**src/rtl/pli_pkg.sv**
```systemverilog
// Constants and types shared by the port lamp indicator engine
package pli_pkg;
    localparam int PORT_COUNT = 9;
    localparam int CLK_MHZ = 125;
    localparam int BLINK_PHASE_MS = 105;
    localparam int REFRESH_MS = 10;
    localparam int BLINK_PHASE_CYCLES = BLINK_PHASE_MS * 1000 * CLK_MHZ;
    localparam int REFRESH_CYCLES = REFRESH_MS * 1000 * CLK_MHZ;
    localparam int SHIFT_HALF_CYCLES = 4;
    localparam int CTRL_WIDTH = 16;
    localparam int CTRL_SERIAL_EN_BIT = 12;
    localparam int CTRL_SERIAL_TYPE_BIT = 11;
    localparam logic CTRL_SERIAL_EN_RESET = 1'h0;
    localparam logic CTRL_SERIAL_TYPE_RESET = 1'h0;
    localparam logic SERIAL_TYPE_LINK_ONLY = 1'h1;
    localparam int FRAME_BITS_LINK_ONLY = PORT_COUNT;
    localparam int FRAME_BITS_FULL = 3 * PORT_COUNT;

    typedef enum logic [1:0]
    {
        PATTERN_0 = 2'b00,
        PATTERN_1 = 2'b01,
        PATTERN_2 = 2'b10,
        PATTERN_3 = 2'b11
    } pli_pattern_type;

    typedef enum logic [1:0]
    {
        SHIFT_IDLE = 2'b00,
        SHIFT_LOW = 2'b01,
        SHIFT_HIGH = 2'b10
    } pli_shift_state_type;
endpackage

```
**src/rtl/pli_blink.sv**
```systemverilog
// Off-then-on blink sequencer for one event source (activity or collision) of one port
`timescale 1ns/1ps
module pli_blink
    import pli_pkg::*;
#(
    parameter int PHASE_CYCLES = BLINK_PHASE_CYCLES
)
(
    input wire logic sys_clk_in,
    input wire logic rstn_in,
    input wire logic trigger_in,
    output logic busy_out,
    output logic on_out
);
    localparam int CW = $clog2(PHASE_CYCLES + 1);
    localparam logic [CW-1:0] LAST = CW'(PHASE_CYCLES - 1);

    logic [CW-1:0] count;
    logic busy;
    logic on_phase;
    logic seen;

    generate
        if (PHASE_CYCLES < 1)
        begin : g_bad
            $error("pli_blink: PHASE_CYCLES must be at least one");
        end
    endgenerate

    // Own counter per sequencer, so a new blink always opens with a full off phase
    always_ff @(posedge sys_clk_in or negedge rstn_in)
    begin
        if (!rstn_in)
        begin
            count <= '0;
            busy <= 1'b0;
            on_phase <= 1'b0;
            seen <= 1'b0;
        end
        else if (!busy)
        begin
            count <= '0;
            on_phase <= 1'b0;
            seen <= 1'b0;
            busy <= trigger_in;
        end
        else if (count == LAST)
        begin
            count <= '0;
            if (!on_phase)
            begin
                on_phase <= 1'b1;
                seen <= seen | trigger_in;
            end
            else
            begin
                // Another cycle only if the event was seen during this one
                on_phase <= 1'b0;
                busy <= seen | trigger_in;
                seen <= 1'b0;
            end
        end
        else
        begin
            count <= count + 1'b1;
            seen <= seen | trigger_in;
        end
    end

    assign busy_out = busy;
    assign on_out = on_phase;
endmodule

```
**src/rtl/pli_lamp_engine.sv**
```systemverilog
// Port lamp indicator engine: parallel lamp patterns and serial lamp shifter
`timescale 1ns/1ps
module pli_lamp_engine
    import pli_pkg::*;
#(
    parameter int BLINK_CYCLES = BLINK_PHASE_CYCLES,
    parameter int REFRESH_PERIOD_CYCLES = REFRESH_CYCLES,
    parameter int HALF_BIT_CYCLES = SHIFT_HALF_CYCLES
)
(
    input wire logic sys_clk_in,
    input wire logic rstn_in,
    input wire logic [1:0] lamp_pattern_select_in,
    input wire logic ctrl_write_in,
    input wire logic [CTRL_WIDTH-1:0] ctrl_wdata_in,
    input wire logic [PORT_COUNT-1:0] port_link_up_in,
    input wire logic [PORT_COUNT-1:0] port_speed100_in,
    input wire logic [PORT_COUNT-1:0] port_full_duplex_in,
    input wire logic [PORT_COUNT-1:0] port_activity_in,
    input wire logic [PORT_COUNT-1:0] port_collision_in,
    output logic [CTRL_WIDTH-1:0] ctrl_rdata_out,
    output logic [PORT_COUNT-1:0] link_lamp_out,
    output logic [PORT_COUNT-1:0] speed_lamp_out,
    output logic [PORT_COUNT-1:0] duplex_lamp_out,
    output logic lamp_shift_clk_out,
    output logic lamp_shift_data_out,
    output logic serial_frame_busy_out
);
    localparam int SYNC_W = 2 + 5 * PORT_COUNT;
    localparam int RW = $clog2(REFRESH_PERIOD_CYCLES + 1);
    localparam int HW = $clog2(HALF_BIT_CYCLES + 1);
    localparam int BW = $clog2(FRAME_BITS_FULL + 1);
    localparam logic [RW-1:0] REFRESH_LAST = RW'(REFRESH_PERIOD_CYCLES - 1);
    localparam logic [HW-1:0] HALF_LAST = HW'(HALF_BIT_CYCLES - 1);
    localparam logic [BW-1:0] BITS_LINK_ONLY = BW'(FRAME_BITS_LINK_ONLY);
    localparam logic [BW-1:0] BITS_FULL = BW'(FRAME_BITS_FULL);

    generate
        if (HALF_BIT_CYCLES < 1 || BLINK_CYCLES < 1)
        begin : g_bad_timing
            $error("pli_lamp_engine: shift and blink counts must be at least one");
        end
        if (REFRESH_PERIOD_CYCLES <= 2 * HALF_BIT_CYCLES * FRAME_BITS_FULL)
        begin : g_bad_refresh
            $error("pli_lamp_engine: refresh period shorter than one frame");
        end
    endgenerate

    // Lamp level: 1 is dark, 0 is lit; a flash shows its off phase first
    function automatic logic flash_lamp(input logic ok, input logic busy, input logic on);
        logic lamp;
        lamp = 1'b1;
        if (ok)
        begin
            lamp = busy ? ~on : 1'b0;
        end
        return lamp;
    endfunction

    // Duplex style lamp: half dark, full lit, collision flashes
    function automatic logic duplex_level(input logic full, input logic busy, input logic on);
        logic lamp;
        lamp = ~full;
        if (busy)
        begin
            lamp = ~on;
        end
        return lamp;
    endfunction

    logic [SYNC_W-1:0] sync_meta;
    logic [SYNC_W-1:0] sync_stable;
    pli_pattern_type pattern;
    logic [PORT_COUNT-1:0] link_up;
    logic [PORT_COUNT-1:0] speed100;
    logic [PORT_COUNT-1:0] full_duplex;
    logic [PORT_COUNT-1:0] activity;
    logic [PORT_COUNT-1:0] collision;
    logic [PORT_COUNT-1:0] act_busy;
    logic [PORT_COUNT-1:0] act_on;
    logic [PORT_COUNT-1:0] col_busy;
    logic [PORT_COUNT-1:0] col_on;

    logic serial_lamp_enable;
    logic serial_lamp_type;

    logic [PORT_COUNT-1:0] next_link_lamp;
    logic [PORT_COUNT-1:0] next_speed_lamp;
    logic [PORT_COUNT-1:0] next_duplex_lamp;
    logic [PORT_COUNT-1:0] link_lamp;
    logic [PORT_COUNT-1:0] speed_lamp;
    logic [PORT_COUNT-1:0] duplex_lamp;

    logic [RW-1:0] refresh_count;
    logic refresh_tick;
    pli_shift_state_type shift_state;
    logic [HW-1:0] half_count;
    logic [BW-1:0] bits_left;
    logic [FRAME_BITS_FULL-1:0] shift_reg;
    logic shift_clk;
    logic shift_data;

    // Port status arrives from the transceivers' own timing; two stages first
    always_ff @(posedge sys_clk_in or negedge rstn_in)
    begin
        if (!rstn_in)
        begin
            sync_meta <= '0;
            sync_stable <= '0;
        end
        else
        begin
            sync_meta <= {lamp_pattern_select_in, port_link_up_in, port_speed100_in,
                          port_full_duplex_in, port_activity_in, port_collision_in};
            sync_stable <= sync_meta;
        end
    end

    assign pattern = pli_pattern_type'(sync_stable[SYNC_W-1 -: 2]);
    assign link_up = sync_stable[5*PORT_COUNT-1 -: PORT_COUNT];
    assign speed100 = sync_stable[4*PORT_COUNT-1 -: PORT_COUNT];
    assign full_duplex = sync_stable[3*PORT_COUNT-1 -: PORT_COUNT];
    assign activity = sync_stable[2*PORT_COUNT-1 -: PORT_COUNT];
    assign collision = sync_stable[PORT_COUNT-1 -: PORT_COUNT];

    // Single shared copy; no per-port address decoding here
    always_ff @(posedge sys_clk_in or negedge rstn_in)
    begin
        if (!rstn_in)
        begin
            serial_lamp_enable <= CTRL_SERIAL_EN_RESET;
            serial_lamp_type <= CTRL_SERIAL_TYPE_RESET;
        end
        else if (ctrl_write_in)
        begin
            serial_lamp_enable <= ctrl_wdata_in[CTRL_SERIAL_EN_BIT];
            serial_lamp_type <= ctrl_wdata_in[CTRL_SERIAL_TYPE_BIT];
        end
    end

    always_comb
    begin
        ctrl_rdata_out = '0;
        ctrl_rdata_out[CTRL_SERIAL_EN_BIT] = serial_lamp_enable;
        ctrl_rdata_out[CTRL_SERIAL_TYPE_BIT] = serial_lamp_type;
    end

    // Two sequencers per port, same period, free phase per port
    genvar p;
    generate
        for (p = 0; p < PORT_COUNT; p++)
        begin : g_port
            pli_blink #(.PHASE_CYCLES(BLINK_CYCLES)) u_act_blink
            (
                .sys_clk_in(sys_clk_in),
                .rstn_in(rstn_in),
                .trigger_in(link_up[p] & activity[p]),
                .busy_out(act_busy[p]),
                .on_out(act_on[p])
            );
            pli_blink #(.PHASE_CYCLES(BLINK_CYCLES)) u_col_blink
            (
                .sys_clk_in(sys_clk_in),
                .rstn_in(rstn_in),
                .trigger_in(collision[p]),
                .busy_out(col_busy[p]),
                .on_out(col_on[p])
            );
        end
    endgenerate

    // Same selector evaluates all nine ports at once
    always_comb
    begin
        next_link_lamp = '1;
        next_speed_lamp = '1;
        next_duplex_lamp = '1;
        for (int i = 0; i < PORT_COUNT; i++)
        begin
            case (pattern)
                PATTERN_0:
                begin
                    next_link_lamp[i] = flash_lamp(link_up[i] & speed100[i],
                                                   act_busy[i], act_on[i]);
                    next_speed_lamp[i] = flash_lamp(link_up[i], act_busy[i], act_on[i]);
                    next_duplex_lamp[i] = ~link_up[i] | speed100[i];
                end
                PATTERN_1:
                begin
                    next_link_lamp[i] = ~link_up[i];
                    next_speed_lamp[i] = flash_lamp(link_up[i], act_busy[i], act_on[i]);
                    next_duplex_lamp[i] = duplex_level(full_duplex[i],
                                                       col_busy[i], col_on[i]);
                end
                PATTERN_2:
                begin
                    next_link_lamp[i] = flash_lamp(link_up[i] & speed100[i],
                                                   act_busy[i], act_on[i]);
                    next_speed_lamp[i] = duplex_level(full_duplex[i],
                                                      col_busy[i], col_on[i]);
                    next_duplex_lamp[i] = flash_lamp(link_up[i] & ~speed100[i],
                                                     act_busy[i], act_on[i]);
                end
                default:
                begin
                    next_link_lamp[i] = flash_lamp(link_up[i], act_busy[i], act_on[i]);
                    next_speed_lamp[i] = ~speed100[i];
                    next_duplex_lamp[i] = duplex_level(full_duplex[i],
                                                       col_busy[i], col_on[i]);
                end
            endcase
        end
    end

    always_ff @(posedge sys_clk_in or negedge rstn_in)
    begin
        if (!rstn_in)
        begin
            link_lamp <= '1;
            speed_lamp <= '1;
            duplex_lamp <= '1;
        end
        else
        begin
            link_lamp <= next_link_lamp;
            speed_lamp <= next_speed_lamp;
            duplex_lamp <= next_duplex_lamp;
        end
    end

    assign link_lamp_out = link_lamp;
    assign speed_lamp_out = speed_lamp;
    assign duplex_lamp_out = duplex_lamp;

    // Refresh timer runs only while serial output is on
    always_ff @(posedge sys_clk_in or negedge rstn_in)
    begin
        if (!rstn_in)
        begin
            refresh_count <= '0;
            refresh_tick <= 1'b0;
        end
        else if (!serial_lamp_enable)
        begin
            refresh_count <= '0;
            refresh_tick <= 1'b0;
        end
        else if (refresh_count == REFRESH_LAST)
        begin
            refresh_count <= '0;
            refresh_tick <= 1'b1;
        end
        else
        begin
            refresh_count <= refresh_count + 1'b1;
            refresh_tick <= 1'b0;
        end
    end

    // Data changes while the shift clock is low, so decoders latch on the rise
    always_ff @(posedge sys_clk_in or negedge rstn_in)
    begin
        if (!rstn_in)
        begin
            shift_state <= SHIFT_IDLE;
            half_count <= '0;
            bits_left <= '0;
            shift_reg <= '0;
            shift_clk <= 1'b0;
            shift_data <= 1'b0;
        end
        else
        begin
            case (shift_state)
                SHIFT_IDLE:
                begin
                    shift_clk <= 1'b0;
                    shift_data <= 1'b0;
                    half_count <= '0;
                    if (refresh_tick && serial_lamp_enable)
                    begin
                        shift_state <= SHIFT_LOW;
                        if (serial_lamp_type == SERIAL_TYPE_LINK_ONLY)
                        begin
                            // Port 8 first within each group
                            shift_reg <= {link_lamp, {(2*PORT_COUNT){1'b0}}};
                            bits_left <= BITS_LINK_ONLY;
                            shift_data <= link_lamp[PORT_COUNT-1];
                        end
                        else
                        begin
                            shift_reg <= {link_lamp, speed_lamp, duplex_lamp};
                            bits_left <= BITS_FULL;
                            shift_data <= link_lamp[PORT_COUNT-1];
                        end
                    end
                end
                SHIFT_LOW:
                begin
                    if (half_count == HALF_LAST)
                    begin
                        half_count <= '0;
                        shift_clk <= 1'b1;
                        shift_state <= SHIFT_HIGH;
                    end
                    else
                    begin
                        half_count <= half_count + 1'b1;
                    end
                end
                SHIFT_HIGH:
                begin
                    if (half_count == HALF_LAST)
                    begin
                        half_count <= '0;
                        shift_clk <= 1'b0;
                        bits_left <= bits_left - 1'b1;
                        if (bits_left == BW'(1))
                        begin
                            shift_data <= 1'b0;
                            shift_state <= SHIFT_IDLE;
                        end
                        else
                        begin
                            shift_reg <= {shift_reg[FRAME_BITS_FULL-2:0], 1'b0};
                            shift_data <= shift_reg[FRAME_BITS_FULL-2];
                            shift_state <= SHIFT_LOW;
                        end
                    end
                    else
                    begin
                        half_count <= half_count + 1'b1;
                    end
                end
                default:
                begin
                    shift_state <= SHIFT_IDLE;
                end
            endcase
        end
    end

    assign lamp_shift_clk_out = shift_clk;
    assign lamp_shift_data_out = shift_data;
    assign serial_frame_busy_out = (shift_state != SHIFT_IDLE);
endmodule

```
**config.mk**
```make
export PLATFORM = sky130hd
export DESIGN_NAME = pli_lamp_engine
export DESIGN_NICKNAME = d
export VERILOG_FILES = /design/src/rtl/pli_pkg.sv /design/src/rtl/pli_blink.sv /design/src/rtl/pli_lamp_engine.sv
export SDC_FILE = /design/constraint.sdc
export NUM_CORES = 1
export LEC_CHECK = 0
export BUFFER_PORTS_ARGS = -buffer_cell sky130_fd_sc_hd__buf_2
export CAP_MARGIN = 10
export CORE_UTILIZATION = 50
export CTS_CLUSTER_DIAMETER = 60
export DETAILED_ROUTE_END_ITERATION = 8
export PLACE_DENSITY = 0.67
export SYNTH_ARGS = -nofsm -noshare
export SYNTH_HDL_FRONTEND = slang
export SYNTH_SLANG_ARGS = --single-unit
export TNS_END_PERCENT = 50
```
**constraint.sdc**
```tcl
create_clock -name sys_clk_in -period 3.1 [get_ports sys_clk_in]
set_input_delay 0.31 -clock sys_clk_in [delete_from_list [all_inputs] [get_ports sys_clk_in]]
set_output_delay 0.31 -clock sys_clk_in [all_outputs]
set_load 0.01 [all_outputs]
```
-- After elaboration in Yosys (flattened, before gate mapping)
Index checks and enable logic that the tools add are counted.
- bits in registers: 669
- input bits: 66
- logic and storage cells: 566
- add/subtract/negate cells: 21
- eq/ne operators: 47
- muxes and demuxes: 297
- bitwise operators: 99
- reductions and logical operators: 15
- operator list (kind ; number):
    24-bit two-way mux ; 36
    24-bit by 1-bit adder with 24-bit output (second input constant) ; 18
    24-bit == test (second input constant) ; 18
    1-bit two-way mux ; 215
    26-bit two-way mux ; 3
    1-bit one-hot mux with 2 select lines ; 28
    26-bit one-hot mux with 2 select lines ; 1
    1-bit NOT ; 45
    2-bit inequality test (second input constant) ; 22
    21-bit two-way mux ; 2
    1-bit AND ; 27
    1-bit OR ; 27
    21-bit by 1-bit adder with 21-bit output (second input constant) ; 1
    21-bit == test (second input constant) ; 1
    18-bit two-way mux ; 1
    5-bit two-way mux ; 3
    5-bit one-hot mux with 2 select lines ; 1
    3-bit AND reduction ; 3
    2-bit two-way mux ; 3
    2-bit one-hot mux with 3 select lines ; 1
    3-bit one-hot mux with 2 select lines ; 1
    2-bit nonzero test ; 3
    2-bit OR reduction ; 3
    5-bit by 1-bit == test with 1-bit output (second input constant) ; 1
    12 further kinds ; 15

-- Logic depth before layout (Yosys ltp)
- word-level depth: 5
- mapped depth: 7
- gate-level depth less buffers: 6

-- Cells and area by module
From an unflattened synthesis, not the netlist that was laid out.
- cells, all modules: 3121
- area total of the unflattened synthesis: 31869.3 µm²
- modules (own cells, without submodules) (module ; instances ; cells an instance ; area an instance (µm²) ; seq. area each (µm²)):
    pli_blink ; 18 ; 142 ; 1376.3 ; 675.6
    pli_lamp_engine ; 1 ; 565 ; 7095.6 ; 4613.2

-- Worst setup path before layout
Ideal clock, no wire load.
- kind: reg2reg
- start: register shift_state[0]
- end: register shift_reg[17]
- setup time: 0.125 ns
- arrival: 2.128 ns
- required time: 2.975 ns
- setup slack: 0.847 ns
- stages on the path, launching flop included: 8
- clock period less this slack: 2.253 ns
- cell sequence: dfrtp_1 > inv_1 > ha_1 > a21bo_2 > o21a_1 > a22oi_2 > buf_2 > mux2_2
- cells in the longest elaborated chain, start to end: 3
- elaborated cells between the ends (all ways): 8
- RTL lines (element ; line ; text):
    start, declared ; pli_lamp_engine.sv:96 ; pli_shift_state_type shift_state;
    start signal, assigned ; pli_lamp_engine.sv:265 ; shift_state <= SHIFT_IDLE;
    start signal, assigned ; pli_lamp_engine.sv:282 ; shift_state <= SHIFT_LOW;
    start signal, assigned ; pli_lamp_engine.sv:304 ; shift_state <= SHIFT_HIGH;
    2-bit == test / 2-bit zero test (equally long branches) ; pli_lamp_engine.sv:274 ; case (shift_state)
    2-bit inequality test (no line) / 2-bit nonzero test (equally long branches) ; n/a ;
    4-bit AND reduction (no line) ; n/a ;
    end signal, assigned ; pli_lamp_engine.sv:286 ; shift_reg <= {link_lamp, {(2*PORT_COUNT){1'b0}}};
    end signal, assigned ; pli_lamp_engine.sv:292 ; shift_reg <= {link_lamp, speed_lamp, duplex_lamp};
    end signal, assigned ; pli_lamp_engine.sv:325 ; shift_reg <= {shift_reg[FRAME_BITS_FULL-2:0], 1'b0};
    end, declared ; pli_lamp_engine.sv:99 ; logic [FRAME_BITS_FULL-1:0] shift_reg;
Parallel ways exist; a longest one is shown, timed or not.
A chain may end at the register's enable or synchronous reset.

-- Worst setup path in the final report
- start: register shift_state[0]
- end: register shift_reg[23]
The elaborated chain is that of the path after synthesis.

==> impl_metrics.tcl <==
set metrics [dict create \
    path_buf_inv 2 \
    synth-seq-area-share 0.5286 \
    hold_class "input pin to async pin" \
    layout.nets 3411 \
    critPathMaxFanout 26 \
    tightest_slew_ps 821.7 \
    cts_resized 0 \
    start_util 0.5104 \
    avgSynthCellArea_um2 9.960 \
    io_buffers 83 \
    rows 91 \
    top_regs "g_port.u_act_blink.count x216, g_port.u_col_blink.count x216" \
    gp_congestion 0.8540 \
    synth_top_area_cell "dfrtp_1" \
    synth_area_leaders "dfrtp_1, nor2_1, xnor2_1" \
    p_total_mw 21.91 \
    crit_path_end_kind "register" \
    grtUsageTotal 0.2154 \
    path_cells "inv_1, ha_1, a21bo_2, o21a_1, a22oi_2, buf_4, mux2_2" \
    status "finished, final reports clean" \
    synth_seq_cells 669 \
    synth_top_area_frac 0.5063 \
    postCtsHoldBufs 51 \
    numCtsBuffers 72 \
    drc_errors 0 \
    htree_levels 3 \
    routed_wl_mm 67.55 \
    yosys_warnings 0 \
    slowest_delay_ps 420 \
    p_per_area_nw_per_um2 607.1 \
    fin_crit_ps 2453 \
    top_level_ports 112 \
    cp-start-kind "register" \
    first_pass_iters 6 \
    cts_tree "built" \
    clk_pin_slew_ps 60 \
    synth-edff-count 0 \
    antenna_left 0 \
    slew-limit-headroom 0.4365 \
    via_count 24502 \
    finalHoldViolCount 0 \
    clk_latency_ps 610 \
    wl_per_cell_um 16.04 \
    synth_cell_types 75 \
    design.core.area_um2 62170 \
    n_antenna_cell 0 \
    grt_first_pass_wirelength_mm 116.1 \
    worst_ep_required_time_ps 3590 \
    crit_slowest_cell "dfrtp_1" \
    first_global_vias 23939 \
    die_y_um 253.9 \
    clk_path_buf_depth 3 \
    antenna_found_initial 1 \
    tns_ps 0 \
    synth_common_cells "dfrtp_1, nor2_1, a21oi_1" \
    ir_drop_v 0.0004213 \
    cp_top_family "compound AO/OA/AOI/OAI gates" \
    synthCells 3186 \
    die_area_um2 64480 \
    skew_ps 19.26 \
    synth-main-ff-cell "dfrtp_1" \
    cp.arrival_ps 2940 \
    via_per_inst 5.820 \
    drv_cap 0 \
    numClockSinks 669 \
    rsz0062_at_grt "false" \
    grt-ovfl-total 0 \
    die_w_um 253.9 \
    final.fill_count 5323 \
    syn-cell-area_um2 31730 \
    drive_gt1_frac 0.09991 \
    p_leak_nw 14.86 \
    fmax_mhz 407.7 \
    fin_crit_sh 0.7913 \
    setup_viol 0 \
    drtIter0Drc 1870 \
    ys_async_sr_fraction 1.000 \
    dpl.hpwl_mm 46.10 \
    synth.most_common_cell "dfrtp_1" \
    grt_max_degree 84 \
    synthToLayoutAreaGrowth_pct 13.73 \
    crit_type "register to register" \
    slew_viol_final 0 \
    postCtsSetupBuffers 0 \
    cts_root_buf "clkbuf_16" \
]
## where the power goes
part | switching, mW | internal [mW] | total, mW
sequential | 1.09 | 9.60 | 10.7
combinational | 1.34 | 1.07 | 2.41
clock | 3.46 | 5.35 | 8.81
total | 5.89 | 16.0 | 21.9
## path summary, 6_finish.rpt
kind / start / endpoint / slack [ps] / depth (start not counted)
max in group asynchronous: rstn_in / g_port[8].u_col_blink.count[3] / 1840 / 3
worst max-delay path: shift_state[0] / shift_reg[23] / 650 / 7
worst min-delay path: rstn_in / g_port[2].u_col_blink.busy_out / 310 / 2
worst max register to register: shift_state[0] / shift_reg[23] / 650 / 7
min in group sys_clk_in: port_activity_in[8] / sync_meta[17] / 340 / 2
worst min register to register: sync_meta[17] / sync_stable[17] / 340 / 0
## routing by layer
| metal | global-route usage | wire length, um | vias to the layer above |
|---|---|---|---|
| met3 | 0.03943 | 2747 | 115 |
| met2 | 0.3568 | 32390 | 408 |
| li1 | - | - | 11825 |
| met5 | 0 | 13 | - |
| met1 | 0.2894 | 30820 | 12152 |
| met4 | 0.06059 | 1575 | 2 |
## worst reg2reg max path, stage by stage (launching register included)
cell and delay (ps):
dfrtp_1 420, inv_1 120, ha_1 300, a21bo_2 310, o21a_1 200, a22oi_2 200, buf_4 370, mux2_2 410
## cell usage in the layout (no fill, tap or decap), drive strengths merged, types with 13 or more instances in the layout
master       netlist  final
xnor2            131    131
dfstp             27     27
dlygate4sd3        0     51
clkbuf           104    108
mux2i             22     22
nor4b             35     35
o21ai            162    162
dfrtp            642    642
and3              60     60
buf               28    126
or3              110    110
nand2b            24     24
conb               1     14
nor4              72     72
mux2              34     34
clkinv             2     13
and2              26     26
nand4            124    124
xor2              93     93
inv              101    103
nand3            165    165
or4              103    103
ha                27     27
and4              23     23
o31ai             72     72
o41ai             19     19
a21oi            218    218
or4b              13     13
nor2             343    343
a22o              24     24
nand2            194    194
nor3              48     48
nor4bb            19     19
## final cells by class
| cell class | count | area (um2) | share of cell area |
|---|---|---|---|
| Sequential cell | 669 | 16770 | 0.4648 |
| Multi-Input combinational cell | 2295 | 14050 | 0.3894 |
| Clock buffer | 108 | 2212 | 0.06130 |
| Timing Repair Buffer | 177 | 1359 | 0.03765 |
| Tap cell | 837 | 1047 | 0.02902 |
| Inverter | 103 | 386.6 | 0.01071 |
| Clock inverter | 21 | 256.5 | 0.007107 |
## through the flow
step | setup slack (ps) | util | hold WS, ps | cell area, um2 | instances
6_report | 647.1 | 0.5805 | 311.9 | 36090 | 4210
3_5_place_dp | 660.2 | 0.5326 | 334.7 | 33110 | 4030
5_1_grt | 463.2 | 0.5805 | 324.3 | 36090 | 4210
4_1_cts | 635.9 | 0.5805 | 300.8 | 36090 | 4210
3_3_place_gp | 741.7 | 0.5326 | 333.5 | 33110 | 4030
2_1_floorplan | 847.1 | - | 14.41 | 31780 | 3199
## kinds of logic (layout without fill, tap and decap cells)
logic type               after synthesis  after routing  synth area share
flip-flops                           669            669            0.5286
other                                  1             14         0.0001182
AND/OR/NAND/NOR                     1416           1416            0.2442
adder cells (fa/ha/maj)               27             27           0.01065
XOR/XNOR                             224            224           0.06183
multiplexers                          56             56           0.01901
buffers and inverters                235            409           0.03020
AO/OA/AOI/OAI                        558            558            0.1054
Power figures use the tool's default switching activity.
